## config.mk

```make
export PLATFORM = sky130hd
export DESIGN_NAME = lsr_seq
export DESIGN_NICKNAME = d
export VERILOG_FILES = /design/src/lsr_pkg.sv /design/src/lsr_fifo.sv /design/src/lsr_seq.sv
export SDC_FILE = /design/constraint.sdc
export NUM_CORES = 1
export LEC_CHECK = 0
export BUFFER_PORTS_ARGS = -buffer_cell sky130_fd_sc_hd__buf_2
export CAP_MARGIN = 20
export CORE_MARGIN = 2
export CORE_UTILIZATION = 30
export CTS_CLUSTER_DIAMETER = 30
export CTS_CLUSTER_SIZE = 25
export DETAILED_ROUTE_END_ITERATION = 8
export GPL_ROUTABILITY_DRIVEN = 1
export GPL_TIMING_DRIVEN = 1
export MAX_ROUTING_LAYER = met4
export PLACE_DENSITY = 0.52
export SKIP_CTS_REPAIR_TIMING = 1
export SLEW_MARGIN = 20
export SYNTH_ARGS = -nofsm -noshare
export SYNTH_HDL_FRONTEND = slang
export SYNTH_HIERARCHICAL = 1
export SYNTH_SLANG_ARGS = --single-unit
export TNS_END_PERCENT = 50
```

## constraint.sdc

```tcl
create_clock -name pclk -period 4 [get_ports pclk]
set_clock_uncertainty 0.1 [all_clocks]
set_input_delay 0.8 -clock pclk [delete_from_list [all_inputs] [get_ports pclk]]
set_output_delay 0.8 -clock pclk [all_outputs]
set_load 0.01 [all_outputs]
```

## src/lsr_pkg.sv

```systemverilog
/*
 * Shared constants, register map and types for the linear sensor readout
 * sequencer. Assumes a 32-bit APB slave and a 20 MHz pclk domain.
 */
package lsr_pkg;

	// ----------------------------------------------------------------
	// register map
	// ----------------------------------------------------------------
	localparam logic [11:0] LSR_OFS_CTRL   = 12'h000;
	localparam logic [11:0] LSR_OFS_STAT   = 12'h004;
	localparam logic [11:0] LSR_OFS_COUNT  = 12'h008;
	localparam logic [11:0] LSR_OFS_DATA   = 12'h00C;

	localparam int          LSR_CTRL_EN    = 0;
	localparam int          LSR_CTRL_LOG   = 1;
	localparam int          LSR_CTRL_FLUSH = 2;
	localparam logic [2:0]  LSR_CTRL_RST   = 3'h3;

	localparam int          LSR_ST_BUSY    = 0;
	localparam int          LSR_ST_TRACK   = 1;
	localparam int          LSR_ST_HOLDM   = 2;
	localparam int          LSR_ST_HOLDL   = 3;
	localparam int          LSR_ST_SHUT    = 4;
	localparam int          LSR_ST_OVF     = 5;
	localparam int          LSR_ST_CLRN    = 6;
	localparam int          LSR_ST_CNT_LO  = 8;
	localparam int          LSR_DATA_VLD   = 31;

	// ----------------------------------------------------------------
	// sequencer counts
	// ----------------------------------------------------------------
	localparam logic [7:0]  LSR_CNT_RST    = 8'h00;
	localparam logic [7:0]  LSR_FIRST_PIX  = 8'h01;
	localparam logic [7:0]  LSR_MAIN_LAST  = 8'h7F;
	localparam logic [7:0]  LSR_PIXELS     = 8'h80;
	localparam logic [7:0]  LSR_TRACK_CNT  = 8'h81;
	localparam logic [7:0]  LSR_FALL_CLR   = 8'h01;
	localparam logic [7:0]  LSR_FALL_REL   = 8'h02;
	localparam logic [7:0]  LSR_FALL_SAT   = 8'h03;
	localparam logic [15:0] LSR_DONE_RST   = 16'h0000;
	localparam int          LSR_FIFO_DEPTH = 16;

	// ----------------------------------------------------------------
	// types
	// ----------------------------------------------------------------
	typedef enum logic [2:0] {
		LSR_IDLE  = 3'b001,
		LSR_READ  = 3'b010,
		LSR_TRACK = 3'b100
	} lsr_state_t;

	typedef struct packed {
		logic       restart;
		logic       tracking;
		logic       held;
		logic [7:0] pixel;
	} lsr_evt_t;

	localparam int          LSR_EVT_W      = $bits(lsr_evt_t);

	function automatic logic [7:0] lsr_sat_inc(input logic [7:0] v,
		input logic [7:0] lim);
		lsr_sat_inc = (v >= lim) ? lim : v + 8'h01;
	endfunction

endpackage

```

## src/lsr_fifo.sv

```systemverilog
/*
 * Synchronous FIFO with valid/ready on both sides and a flush.
 * Assumes one clock and an active-low asynchronous reset.
 */
`timescale 1ns/1ps
module lsr_fifo #(
	parameter int WIDTH = 11,
	parameter int DEPTH = 16
) (
	input  wire logic             clk,
	input  wire logic             rst_n,
	input  wire logic             flush,
	input  wire logic             in_valid,
	output logic                  in_ready,
	input  wire logic [WIDTH-1:0] in_data,
	output logic                  out_valid,
	input  wire logic             out_ready,
	output logic      [WIDTH-1:0] out_data
);
	localparam int AW = $clog2(DEPTH);

	logic [WIDTH-1:0] mem [DEPTH];
	logic [AW-1:0]    wr_ptr_r;
	logic [AW-1:0]    rd_ptr_r;
	logic [AW:0]      count_r;
	wire              push = in_valid & in_ready;
	wire              pop  = out_valid & out_ready;

	assign in_ready  = (count_r < (AW+1)'(DEPTH));
	assign out_valid = (count_r != '0);
	assign out_data  = mem[rd_ptr_r];

	always_ff @(posedge clk)
	begin
		if (push)
			mem[wr_ptr_r] <= in_data;
	end

	always_ff @(posedge clk or negedge rst_n)
	begin
		if (!rst_n)
		begin
			wr_ptr_r <= '0;
			rd_ptr_r <= '0;
			count_r  <= '0;
		end
		else if (flush)
		begin
			wr_ptr_r <= '0;
			rd_ptr_r <= '0;
			count_r  <= '0;
		end
		else
		begin
			if (push)
				wr_ptr_r <= wr_ptr_r + AW'(1);
			if (pop)
				rd_ptr_r <= rd_ptr_r + AW'(1);
			count_r <= count_r + (AW+1)'(push) - (AW+1)'(pop);
		end
	end
endmodule // lsr_fifo

```

## src/lsr_seq.sv

```systemverilog
/*
 * Readout and integration sequencer of a 128-pixel linear sensor, with an
 * APB register file and an event FIFO. Assumes the sensor clock, start and
 * shutter arrive as asynchronous pins, much slower than pclk.
 */
// Local design decisions: the APB register port and the register addresses.
`timescale 1ns/1ps
module lsr_seq
	import lsr_pkg::*;
(
	input  wire logic        pclk,
	input  wire logic        presetn,
	input  wire logic        psel,
	input  wire logic        penable,
	input  wire logic        pwrite,
	input  wire logic [11:0] paddr,
	input  wire logic [31:0] pwdata,
	output logic      [31:0] prdata,
	output logic             pready,
	output logic             pslverr,
	input  wire logic        start_in,
	input  wire logic        sensor_clk_in,
	input  wire logic        shutter_suspend_in,
	output logic             hold_select_main,
	output logic             hold_select_last_pixel,
	output logic             integrator_clear_n,
	output logic             photodiode_connect,
	output logic      [7:0]  pixel_voltage_out_sel,
	output logic             pixel_track_out
);

	// ----------------------------------------------------------------
	// pin synchronisers
	// ----------------------------------------------------------------
	logic sclk_s1_r;
	logic sclk_s2_r;
	logic sclk_s3_r;
	logic start_s1_r;
	logic start_s2_r;
	logic shut_s1_r;
	logic shut_s2_r;

	always_ff @(posedge pclk or negedge presetn)
	begin
		if (!presetn)
		begin
			sclk_s1_r  <= 1'b0;
			sclk_s2_r  <= 1'b0;
			sclk_s3_r  <= 1'b0;
			start_s1_r <= 1'b0;
			start_s2_r <= 1'b0;
			shut_s1_r  <= 1'b0;
			shut_s2_r  <= 1'b0;
		end
		else
		begin
			sclk_s1_r  <= sensor_clk_in;
			sclk_s2_r  <= sclk_s1_r;
			sclk_s3_r  <= sclk_s2_r;
			start_s1_r <= start_in;
			start_s2_r <= start_s1_r;
			shut_s1_r  <= shutter_suspend_in;
			shut_s2_r  <= shut_s1_r;
		end
	end

	// ----------------------------------------------------------------
	// registers and state
	// ----------------------------------------------------------------
	lsr_state_t  state_r;
	logic [7:0]  cnt_r;
	logic [7:0]  fall_r;
	logic        hold_m_r;
	logic        hold_l_r;
	logic        pend_r;
	logic        clr_n_r;
	logic [15:0] done_r;
	logic [2:0]  ctrl_r;
	logic        ovf_r;
	logic        flush_r;
	logic        conn_r;
	logic [7:0]  pix_r;
	logic        track_r;
	logic [31:0] prdata_r;
	logic        pready_r;
	logic        pslverr_r;

	// ----------------------------------------------------------------
	// sequencer decode
	// ----------------------------------------------------------------
	wire rise     = sclk_s2_r & ~sclk_s3_r;
	wire fall     = ~sclk_s2_r & sclk_s3_r;
	wire in_read  = (state_r == LSR_READ);
	wire trig     = rise & start_s2_r & ctrl_r[LSR_CTRL_EN];
	wire early    = in_read & (cnt_r < LSR_PIXELS);
	wire restart  = trig & early;
	wire fresh    = trig & ~early;
	wire step     = rise & ~trig & (state_r != LSR_IDLE);
	wire end_main = rise & ~trig & in_read & (cnt_r == LSR_MAIN_LAST);
	wire end_last = rise & ~trig & in_read & (cnt_r == LSR_PIXELS);

	// pixel index advances once per sensor clock, saturating past 128
	wire [7:0] cnt_nxt = trig ? LSR_FIRST_PIX :
		step ? lsr_sat_inc(cnt_r, LSR_TRACK_CNT) : cnt_r;

	// leaving the read state after pixel 128 is output
	wire lsr_state_t state_nxt = trig ? LSR_READ :
		end_last ? LSR_TRACK : state_r;

	wire read_nxt = (state_nxt == LSR_READ);

	// restart leaves both hold selects alone
	wire hold_m_nxt = fresh ? 1'b1 :
		end_main ? 1'b0 : hold_m_r;

	wire hold_l_nxt = (rise & pend_r) ? 1'b1 :
		end_last ? 1'b0 : hold_l_r;

	wire pend_nxt = fresh ? 1'b1 : (rise ? 1'b0 : pend_r);

	// falling edges of a fresh readout place the clear pulse
	wire [7:0] fall_nxt = fresh ? LSR_CNT_RST :
		fall ? lsr_sat_inc(fall_r, LSR_FALL_SAT) : fall_r;

	wire clr_n_nxt = (fall & (fall_r == LSR_FALL_CLR)) ? 1'b0 :
		(fall & (fall_r == LSR_FALL_REL)) ? 1'b1 : clr_n_r;

	// outside a readout pixel 1 is routed straight, unheld
	wire [7:0] pix_nxt   = read_nxt ? cnt_nxt : LSR_FIRST_PIX;
	wire       track_nxt = ~read_nxt;

	// ----------------------------------------------------------------
	// event log into the FIFO
	// ----------------------------------------------------------------
	lsr_evt_t evt;
	lsr_evt_t fifo_head;
	logic     fifo_in_ready;
	logic     fifo_out_valid;

	assign evt.restart  = restart;
	assign evt.tracking = track_nxt;
	assign evt.held     = read_nxt;
	assign evt.pixel    = pix_nxt;

	// a full FIFO drops the event instead of logging it; the lost event is flagged
	wire log_vld  = rise & (state_nxt != LSR_IDLE) & ctrl_r[LSR_CTRL_LOG];
	wire log_push = log_vld & fifo_in_ready;
	wire log_lost = log_vld & ~fifo_in_ready;

	// ----------------------------------------------------------------
	// APB decode
	// ----------------------------------------------------------------
	wire setup    = psel & ~penable;
	wire access   = psel & penable & pready_r;
	wire hit_ctrl = (paddr == LSR_OFS_CTRL);
	wire hit_stat = (paddr == LSR_OFS_STAT);
	wire hit_cnt  = (paddr == LSR_OFS_COUNT);
	wire hit_data = (paddr == LSR_OFS_DATA);
	wire mapped   = hit_ctrl | hit_stat | hit_cnt | hit_data;
	wire wr_ok    = access & pwrite & ~pslverr_r;
	wire wr_ctrl  = wr_ok & hit_ctrl;
	wire wr_stat  = wr_ok & hit_stat;

	// pop only when the word shown to the master was valid
	wire rd_pop = access & ~pwrite & hit_data & prdata_r[LSR_DATA_VLD];

	wire [31:0] stat_word = {16'h0000, cnt_r, 1'b0, ~clr_n_r, ovf_r,
		shut_s2_r, hold_l_r, hold_m_r, track_r, in_read};

	wire [31:0] data_word = {fifo_out_valid, {(31-LSR_EVT_W){1'b0}},
		fifo_head};

	wire [31:0] rd_mux = hit_ctrl ? {29'h00000000, ctrl_r} :
		hit_stat ? stat_word :
		hit_cnt  ? {16'h0000, done_r} :
		hit_data ? data_word : 32'h00000000;

	// hardware set wins over the software clear
	wire ovf_nxt = log_lost | (ovf_r & ~(wr_stat & pwdata[LSR_ST_OVF]));

	wire [15:0] done_nxt = end_last ? done_r + 16'h0001 : done_r;

	// ----------------------------------------------------------------
	// sequencer flops
	// ----------------------------------------------------------------
	always_ff @(posedge pclk or negedge presetn)
	begin
		if (!presetn)
		begin
			state_r  <= LSR_IDLE;
			cnt_r    <= LSR_CNT_RST;
			fall_r   <= LSR_FALL_SAT;
			hold_m_r <= 1'b0;
			hold_l_r <= 1'b0;
			pend_r   <= 1'b0;
			clr_n_r  <= 1'b0;
			pix_r    <= LSR_FIRST_PIX;
			track_r  <= 1'b1;
			conn_r   <= 1'b1;
		end
		else
		begin
			state_r  <= state_nxt;
			cnt_r    <= cnt_nxt;
			fall_r   <= fall_nxt;
			hold_m_r <= hold_m_nxt;
			hold_l_r <= hold_l_nxt;
			pend_r   <= pend_nxt;
			clr_n_r  <= clr_n_nxt | (state_r == LSR_IDLE);
			pix_r    <= pix_nxt;
			track_r  <= track_nxt;
			conn_r   <= ~shut_s2_r;
		end
	end

	// ----------------------------------------------------------------
	// register file flops
	// ----------------------------------------------------------------
	always_ff @(posedge pclk or negedge presetn)
	begin
		if (!presetn)
		begin
			ctrl_r    <= LSR_CTRL_RST;
			flush_r   <= 1'b0;
			ovf_r     <= 1'b0;
			done_r    <= LSR_DONE_RST;
			prdata_r  <= 32'h00000000;
			pready_r  <= 1'b0;
			pslverr_r <= 1'b0;
		end
		else
		begin
			if (wr_ctrl)
				ctrl_r <= {1'b0, pwdata[LSR_CTRL_LOG:LSR_CTRL_EN]};
			flush_r   <= wr_ctrl & pwdata[LSR_CTRL_FLUSH];
			ovf_r     <= ovf_nxt;
			done_r    <= done_nxt;
			prdata_r  <= (setup & ~pwrite) ? rd_mux : 32'h00000000;
			pready_r  <= setup;
			pslverr_r <= setup & ~mapped;
		end
	end

	// ----------------------------------------------------------------
	// event FIFO
	// ----------------------------------------------------------------
	lsr_fifo #(
		.WIDTH (LSR_EVT_W),
		.DEPTH (LSR_FIFO_DEPTH)
	) u_fifo (
		.clk       (pclk),
		.rst_n     (presetn),
		.flush     (flush_r),
		.in_valid  (log_push),
		.in_ready  (fifo_in_ready),
		.in_data   (evt),
		.out_valid (fifo_out_valid),
		.out_ready (rd_pop),
		.out_data  (fifo_head)
	);

	// ----------------------------------------------------------------
	// outputs
	// ----------------------------------------------------------------
	assign prdata                 = prdata_r;
	assign pready                 = pready_r;
	assign pslverr                = pslverr_r;
	assign hold_select_main       = hold_m_r;
	assign hold_select_last_pixel = hold_l_r;
	assign integrator_clear_n     = clr_n_r;
	assign photodiode_connect     = conn_r;
	assign pixel_voltage_out_sel  = pix_r;
	assign pixel_track_out        = track_r;

endmodule // lsr_seq

```

=== Word-level counts from Yosys, hierarchy flattened ===
Memory sizes are Yosys's and may differ from the RTL's.
Index checks and enable logic that the tools add are counted.

* Reductions and logical operators: 8
* Order comparisons: 4
* Add/subtract/negate cells: 7
* Divide/modulo/power cells: 0
* Multiply operators: 0
* Equality and inequality tests: 12
* Bitwise operators: 54
* Shifts and indexed selects: 0
* Mux-type cells: 29

{| class="wikitable"
|+ Operators by type and width
! cell !! count
|-
| 32-bit 2-to-1 mux || 5
|-
| 8-bit 2-to-1 mux || 7
|-
| 1-bit AND || 36
|-
| 12-bit by 4-bit == test with 1-bit output (second input constant) || 2
|-
| 16-bit by 1-bit adder with 16-bit output (second input constant) || 1
|-
| 8-bit by 1-bit adder with 8-bit output (second input constant) || 2
|-
| 4-bit 2-to-1 mux || 4
|-
| 1-bit inverter || 13
|-
| 12-bit by 3-bit == test with 1-bit output (second input constant) || 1
|-
| 12-bit zero test || 1
|-
| 2-bit nonzero test || 6
|-
| 1-bit 2-to-1 mux || 10
|-
| 4-bit by 1-bit adder with 4-bit output (second input constant) || 2
|-
| 8-bit by 1-bit == test with 1-bit output (second input constant) || 1
|-
| 8-bit by 2-bit == test with 1-bit output (second input constant) || 1
|-
| 8-bit by 7-bit == test with 1-bit output (second input constant) || 1
|-
| 8-bit == test (second input constant) || 1
|-
| 8-bit by 2-bit >= comparator with 1-bit output (second input constant) || 1
|-
| 8-bit >= comparator (second input constant) || 1
|-
| 8-bit less-than comparator (second input constant) || 1
|-
| 3-bit by 2-bit == test with 1-bit output (second input constant) || 2
|-
| 3-bit 2-to-1 mux || 2
|-
| 3-bit by 1-bit inequality test with 1-bit output (second input constant) || 2
|-
| 5-bit by 1-bit adder with 5-bit output || 1
|-
| 6 further kinds || 10
|}

* Register bits: 107
* Word-level logic and storage cells: 142
* RAM bits: 176
* ROM bits: 0
* Bits in latches: 0
* Output and inout bits: 47
* Memories: 1
* Bits of input ports: 52

{| class="wikitable"
|+ Memories
! memory !! depth !! width !! rd ports !! clocked after memory_dff !! write ports !! RTL line !! text
|-
| u_fifo.mem || 16 || 11 || 1 || 0 || 1 || lsr_fifo.sv:22 || <nowiki>logic [WIDTH-1:0] mem [DEPTH];</nowiki>
|}

=== Longest topological paths before layout ===
Gate-level depths: netlist (run 1).

* Depth after elaboration: 18
* Depth in mapped cells: 16

=== Cells and area by module ===
Netlist (run 1), hierarchy kept.

{| class="wikitable"
|+ By module, submodules not included
! module !! area an instance (um^2) !! cells each !! instances !! sequential area each (um^2)
|-
| lsr_fifo || 7793.7 || 420 || 1 || 5610.4
|-
| lsr_seq || 3716.1 || 342 || 1 || 1986.9
|}

=== Least setup slack after synthesis (run 1) ===
OpenSTA, ideal clock, no wires.

* Path type: input to register
* From: input paddr[9]
* To: register u_fifo.count_r[4]
* Data required time: 3.778 ns
* Library setup time: 0.122 ns
* Path slack: 0.515 ns
* Buffers on the path: 0
* Data arrival time: 3.263 ns
* Cell stages on the path: 14
* Cells stage by stage: nor4_2 > nand3_1 > nor4_1 > nand2_1 > inv_1 > ha_1 > inv_1 > ha_1 > inv_1 > fa_1 > nor2b_1 > o21bai_1 > a21oi_1 > nor3b_1

* Cells in the longest elaborated chain, start to end: 6

{| class="wikitable"
|+ RTL lines
! item !! RTL line !! text
|-
| from (decl) || lsr_seq.sv:16 || <nowiki>input wire logic [11:0] paddr,</nowiki>
|-
| 12-bit by 4-bit == test with 1-bit output || lsr_seq.sv:158 || <nowiki>wire hit_data = (paddr == LSR_OFS_DATA);</nowiki>
|-
| 1-bit AND (2 in series) || lsr_seq.sv:165 || <nowiki>wire rd_pop = access & ~pwrite & hit_data & prdata_r[LSR_DATA_VLD];</nowiki>
|-
| via rd_pop || lsr_seq.sv:165 ||
|-
| 1-bit AND || lsr_fifo.sv:27 || <nowiki>wire pop = out_valid & out_ready;</nowiki>
|-
| 5-bit by 1-bit subtractor with 5-bit output || lsr_fifo.sv:59 || <nowiki>count_r <= count_r + (AW+1)'(push) - (AW+1)'(pop);</nowiki>
|-
| 5-bit 2-to-1 mux || lsr_fifo.sv:47 || <nowiki>else if (flush)</nowiki>
|-
| to (signal assigned) || lsr_fifo.sv:59 ||
|-
| to (decl) || lsr_fifo.sv:25 || <nowiki>logic [AW:0] count_r;</nowiki>
|}

The timed path passes the listed nets, and every way through them passes these cells.
A chain may end at the register's enable or synchronous reset.

=== Worst setup path after layout (run 1) ===
* From: register state_r[0]
* To: register u_fifo.count_r[4]

* Cells in the longest elaborated chain, start to end: 13

{| class="wikitable"
|+ RTL lines
! item !! RTL line !! text
|-
| from (decl) || lsr_seq.sv:70 || <nowiki>lsr_state_t state_r;</nowiki>
|-
| from (signal assigned) || lsr_seq.sv:203 || <nowiki>state_r <= state_nxt;</nowiki>
|-
| 3-bit by 2-bit == test with 1-bit output || lsr_seq.sv:93 || <nowiki>wire in_read = (state_r == LSR_READ);</nowiki>
|-
| 1-bit AND (2 in series) || lsr_seq.sv:100 || <nowiki>wire end_last = rise & ~trig & in_read & (cnt_r == LSR_PIXELS);</nowiki>
|-
| 3-bit 2-to-1 mux * || lsr_seq.sv:108 || <nowiki>end_last ? LSR_TRACK : state_r;</nowiki>
|-
| 3-bit 2-to-1 mux * || lsr_seq.sv:107 || <nowiki>wire lsr_state_t state_nxt = trig ? LSR_READ :</nowiki>
|-
| 3-bit by 1-bit inequality test with 1-bit output * || lsr_seq.sv:146 || <nowiki>wire log_vld = rise & (state_nxt != LSR_IDLE) & ctrl_r[LSR_CTRL_LOG];</nowiki>
|-
| 1-bit AND * (2 in series) || lsr_seq.sv:146 ||
|-
| 1-bit AND * || lsr_seq.sv:147 || <nowiki>wire log_push = log_vld & fifo_in_ready;</nowiki>
|-
| via log_push || lsr_seq.sv:147 ||
|-
| 1-bit AND * || lsr_fifo.sv:26 || <nowiki>wire push = in_valid & in_ready;</nowiki>
|-
| 5-bit by 1-bit adder with 5-bit output * || lsr_fifo.sv:59 ||
|-
| 5-bit by 1-bit subtractor with 5-bit output * || lsr_fifo.sv:59 ||
|-
| 5-bit 2-to-1 mux * || lsr_fifo.sv:47 ||
|}

Mark *: on every way through the listed nets, which the timed path passes. The rest lies on a longest branch.

==> results of run 1 <==
routing by layer:
layer | vias to the layer above | track usage, %
met5 | - | -
met4 | 0 | 4.362
met3 | 37 | 2.772
met2 | 146 | 19.52
met1 | 3281 | 18.09
li1 | 3085 | -
Yosys cell counts, types with 10 or more instances:
master      n  area [um^2]
ha_1       18        225.2
mux2i_1    46        460.4
nor2b_1    12        75.07
nor4_1     14        87.58
mux4_2     24        540.5
nand4_1    11        68.82
nand3_1    16        80.08
clkbuf_1   10        37.54
nor2_1     37        138.9
a221oi_2   19        285.3
xor2_1     22        192.7
nand2_1    35        131.4
dfrtp_1    84         2102
inv_1      25        93.84
and2_1     18        112.6
buf_4      17        127.6
o21ai_0    19        95.09
edfxtp_1  176         5285
a22oi_1    16        120.1
a21oi_1    28        140.1
stage by stage:
step / utilization [%] / setup WS [ns] / cell area (um^2) / std cells / hold WS [ns]
6_report: 37.61 / 0.5704 / 14200 / 1415 / 0.2447
5_1_grt: 37.61 / 0.3437 / 14200 / 1415 / 0.2464
4_1_cts: 37.59 / 0.5500 / 14190 / 1415 / 0.2440
3_5_place_dp: 32.54 / 0.2497 / 12290 / 1314 / 0.2364
3_3_place_gp: 32.54 / 0.2581 / 12290 / 1314 / 0.2377
2_1_floorplan: - / 0.5151 / 11560 / 776 / 0.2312
where the power goes:
part | internal [uW] | switching [uW] | leakage [uW]
Sequential | 3000 | 82.5 | 0.00298
Combinational | 123 | 189 | 0.00173
Clock | 3240 | 1400 | 0.000932
flip-flops by register name, summed over array words and instances (netlist names), 2 cells and up:
signal	count
done_r	16
u_fifo/rd_ptr_r	4
state_r	3
u_fifo/count_r	5
cnt_r	8
fall_r	8
pixel_voltage_out_sel	8
prdata	17
u_fifo/wr_ptr_r	4
u_fifo/mem	176
ctrl_r	2
cells by family (layout without fill, tap and decap cells):
family	count (synthesis)	count (layout)	share of synthesized area, %
xor gates and xnor gates	25	25	1.902
DFF	268	268	66.01
adders and majority gates	19	19	2.131
AOI/OAI and AO/OA	104	104	7.044
buffers and inverters	77	205	4.218
muxes	73	73	8.990
and+or+nand+nor	195	195	9.675
other	1	15	0.03258
layout make-up:
type	count	area, um^2	area share (%)
clock inverter	37	478.0	3.366
inverter	26	97.59	0.6873
timing repair buffer	78	462.9	3.260
sequential	268	7601	53.53
tap	511	639.4	4.503
multi-input combinational	431	3490	24.58
clock buffer	64	1430	10.07
worst paths after layout:
| check | slack [ns] | end | start |
|---|---|---|---|
| max reg2reg | 0.57 | u_fifo/count_r[4] | state_r[0] |
| min in group asynchronous | 0.27 | shut_s2_r | presetn |
| max in group asynchronous | 2.78 | u_fifo/rd_ptr_r[0] | presetn |
| min | 0.24 | shut_s2_r | shut_s1_r |
| max | 0.57 | u_fifo/count_r[4] | state_r[0] |
| min reg2reg | 0.24 | shut_s2_r | shut_s1_r |
==> flow_summary.json, run 1 <==
{
  "num_rows": 71,
  "syn_area_per_cell_um2": 15.10,
  "ios": 99,
  "max_freq_ghz": 0.2916,
  "num_vias": 6549,
  "synth_edf_count": 176,
  "maxUsedRoutingLayer": "met4",
  "worst_hold_path_type": "reg2reg",
  "worstMarginPinSlew_ns": 0.9872,
  "cp_num_buf_inv": 3,
  "h-tree-depth": 2,
  "drtIter0Drc": 330,
  "firstDrtPassIters": 4,
  "maxCapViolCount": 0,
  "power.total_uw": 8038,
  "setup_violations": 0,
  "yosysWarnings": 6,
  "layout_common_cells": "edfxtp_1 (176), dfrtp_1 (83), clkbuf_16 (55)",
  "ant_nets": 0,
  "final_common_cell": "edfxtp_1",
  "grt_util_all_layers_pct": 13.19,
  "drive_above_1_share_pct": 26.33,
  "routed-wl-met3_um": 1111,
  "maxSlewHeadroom_pct": 34.18,
  "via_per_inst": 4.628,
  "cts.sinks": 268,
  "crit_chain": "or3b_2, o211ai_1, nor2_1, nor2b_1, inv_2, ha_1, inv_1, ha_1, inv_1, fa_1, nor2b_1, o21bai_1, nand3_1, nor3b_1",
  "required_ns": 4.35,
  "dp_hpwl_um": 16930,
  "min_period_ns": 3.430,
  "hold_viol_final": 0,
  "crit_arrival_ns": 3.78,
  "peakVddDrop_uv": 364.6,
  "maxSlewViolCount": 0,
  "seq_area_frac_synth_pct": 66.01,
  "die_width_um": 199.9,
  "route.met2.wl_um": 11260,
  "synthesis.instances": 762,
  "startpoint_type": "flop",
  "clk_path_buf_depth": 3,
  "nets": 931,
  "async_flop_share_pct": 34.33,
  "insertedDiodeCount": 0,
  "ys_types": 65,
  "p_per_area_nw_per_um2": 566.1,
  "start_util_pct": 30.49,
  "critPathCaptureType": "flop",
  "fill_cells": 3560,
  "met1_length_um": 12130,
  "min_path_cells": 0,
  "grt-ovfl-total": 0,
  "p_leak_uw": 0.005636,
  "grt_max_degree": 69,
  "die_h_um": 199.9,
  "clkTransAtPathRegs_ns": 0.04,
  "clockRootBuffer": "clkbuf_16",
  "clkLatencyLatePin_ns": 0.55,
  "die-area_um2": 39950,
  "worst-path-max-fanout": 7,
  "grt_pass1_vias": 6708,
  "slowest_delay_ns": 0.57,
  "area_growth_pct": 23.36,
  "post-route-period-util_pct": 85.74,
  "mappedNetlistArea_um2": 11510,
  "fin_tns_setup_ns": 0,
  "cts_buffers": 55,
  "status": "completed",
  "antenna_found_initial": 0,
  "wl_per_cell_um": 17.65,
  "cp.depth": 14,
  "wl_um": 24980,
  "design.core.area_um2": 37760,
  "cts_tree": "done",
  "critPathKind": "reg2reg",
  "gp_congestion": 0.7809,
  "synth-main-ff-cell": "edfxtp_1",
  "r2r_cells": 14,
  "rsz0062_at_grt": "no",
  "worst_path_max_delay_cell": "or3b_2",
  "io_buffers": 55,
  "drc": 0,
  "ys_ff_latch": 268,
  "cpLargestDelayFamily": "simple AND/OR/NAND/NOR gates",
  "grt_pass1_wl_um": 38970
}
Note: power is estimated with default switching activity, not from simulation.
==> run 2: changes to the inputs <==
--- a/config.mk
+++ b/config.mk
@@ -5,7 +5,7 @@
 export SDC_FILE = /design/constraint.sdc
 export NUM_CORES = 1
 export LEC_CHECK = 0
-export BUFFER_PORTS_ARGS = -buffer_cell sky130_fd_sc_hd__buf_2
+export BUFFER_PORTS_ARGS = -buffer_cell sky130_fd_sc_hd__clkbuf_2
 export CAP_MARGIN = 20
 export CORE_MARGIN = 2
 export CORE_UTILIZATION = 30
==> flow_summary.json, run 2 (synthesis results as in run 1) <==
{
  "dp_hpwl_um": 16950,
  "worst_hold_path_type": "in2async",
  "peakVddDrop_uv": 334.3,
  "post-route-period-util_pct": 85.69,
  "antenna_found_initial": 0,
  "h-tree-depth": 2,
  "ant_nets": 0,
  "grt_pass1_wl_um": 39010,
  "required_ns": 4.35,
  "final_common_cell": "edfxtp_1",
  "nets": 934,
  "firstDrtPassIters": 4,
  "grt_pass1_vias": 6713,
  "r2r_slack_ns": 0.57,
  "maxSlewViolCount": 0,
  "gp_congestion": 0.7642,
  "maxCapViolCount": 0,
  "grt_util_all_layers_pct": 13.19,
  "max_freq_ghz": 0.2918,
  "cts_buffers": 54,
  "insertedDiodeCount": 0,
  "wl_um": 24970,
  "die-area_um2": 39950,
  "clkLatencyLatePin_ns": 0.55,
  "fin_ws_ns": 0.5725,
  "cts_tree": "done",
  "critPathCaptureType": "flop",
  "power.total_uw": 7934,
  "regMostFlops": "u_fifo/mem",
  "cts.sinks": 268,
  "crit_arrival_ns": 3.78,
  "maxSlewHeadroom_pct": 45.62,
  "wl_per_cell_um": 17.58,
  "hold_viol_final": 0,
  "area_growth_pct": 23.45,
  "worstMarginPinSlew_ns": 0.8132,
  "drive_above_1_share_pct": 27.28,
  "startpoint_type": "flop",
  "via_per_inst": 4.620,
  "status": "completed",
  "drtIter0Drc": 355,
  "fin_util_pct": 37.63,
  "worst-path-max-fanout": 7,
  "grt-ovfl-total": 0,
  "start_util_pct": 30.49,
  "design.core.area_um2": 37760,
  "num_vias": 6561,
  "clkTransAtPathRegs_ns": 0.04,
  "die_h_um": 199.9,
  "p_leak_uw": 0.005630,
  "min_period_ns": 3.427,
  "critPathKind": "reg2reg",
  "rsz0062_at_grt": "no",
  "grt_max_degree": 79,
  "die_width_um": 199.9,
  "p_per_area_nw_per_um2": 558.4,
  "dp_slack_ns": 0.3084,
  "ios": 99,
  "setup_violations": 0,
  "fin_tns_setup_ns": 0,
  "io_buffers": 55,
  "layout_common_cells": "edfxtp_1 (176), dfrtp_1 (83), clkbuf_16 (57)",
  "largest_reg_flops": 176,
  "drc": 0,
  "num_rows": 71,
  "clk_path_buf_depth": 3,
  "clockRootBuffer": "clkbuf_16"
}
-- run 2: final timing paths --
check	to	start	cells past startpoint
worst min register to register	sclk_s2_r	sclk_s1_r	0
worst max-delay path	u_fifo/count_r[4]	state_r[0]	14
worst max register to register	u_fifo/count_r[4]	state_r[0]	14
worst min-delay path	shut_s1_r	presetn	1
max in group asynchronous	u_fifo/rd_ptr_r[0]	presetn	2
min in group pclk	sclk_s2_r	sclk_s1_r	0
-- run 2: routing by layer --
| layer | GRT usage (%) | wire length [um] | up-vias |
|---|---|---|---|
| li1 | - | - | 3082 |
| met1 | 17.64 | 11880 | 3266 |
| met2 | 20.16 | 11350 | 173 |
| met3 | 2.587 | 1221 | 40 |
| met4 | 4.390 | 518 | 0 |
| met5 | - | 0 | - |
-- run 2: cell type report --
class,count,area (um^2)
fill,3551,23550
sequential,268,7601
multi-input combinational,431,3490
clock buffer,68,1518
tap,511,639.4
timing repair buffer,82,484.2
clock inverter,34,379.1
inverter,26,97.59
-- run 2: where the power goes --
part / switching (uW) / total, uW / internal, uW
Combinational: 190 / 312 / 122
Sequential: 80.9 / 3080 / 3000
Clock: 1420 / 4540 / 3120
-- run 2: stage by stage --
step / hold slack [ns] / instance area [um^2] / std cells
global route: 0.2342 / 14210 / 1420
finish: 0.1890 / 14210 / 1420
floorplan: 0.2312 / 11560 / 776
global placement: 0.2372 / 12300 / 1318
CTS: 0.2452 / 14200 / 1420
detailed placement: 0.2393 / 12300 / 1318
-- run 2: critical path: stages (launching register included) --
cell and delay, ns:
dfstp_2 0.56, or3b_2 0.56, o211ai_1 0.38, nor2_1 0.06, nor2b_1 0.17, inv_2 0.10, ha_1 0.23, inv_1 0.05
ha_1 0.15, inv_1 0.05, fa_1 0.37, nor2b_1 0.16, o21bai_1 0.11, nand3_1 0.09, nor3b_1 0.18
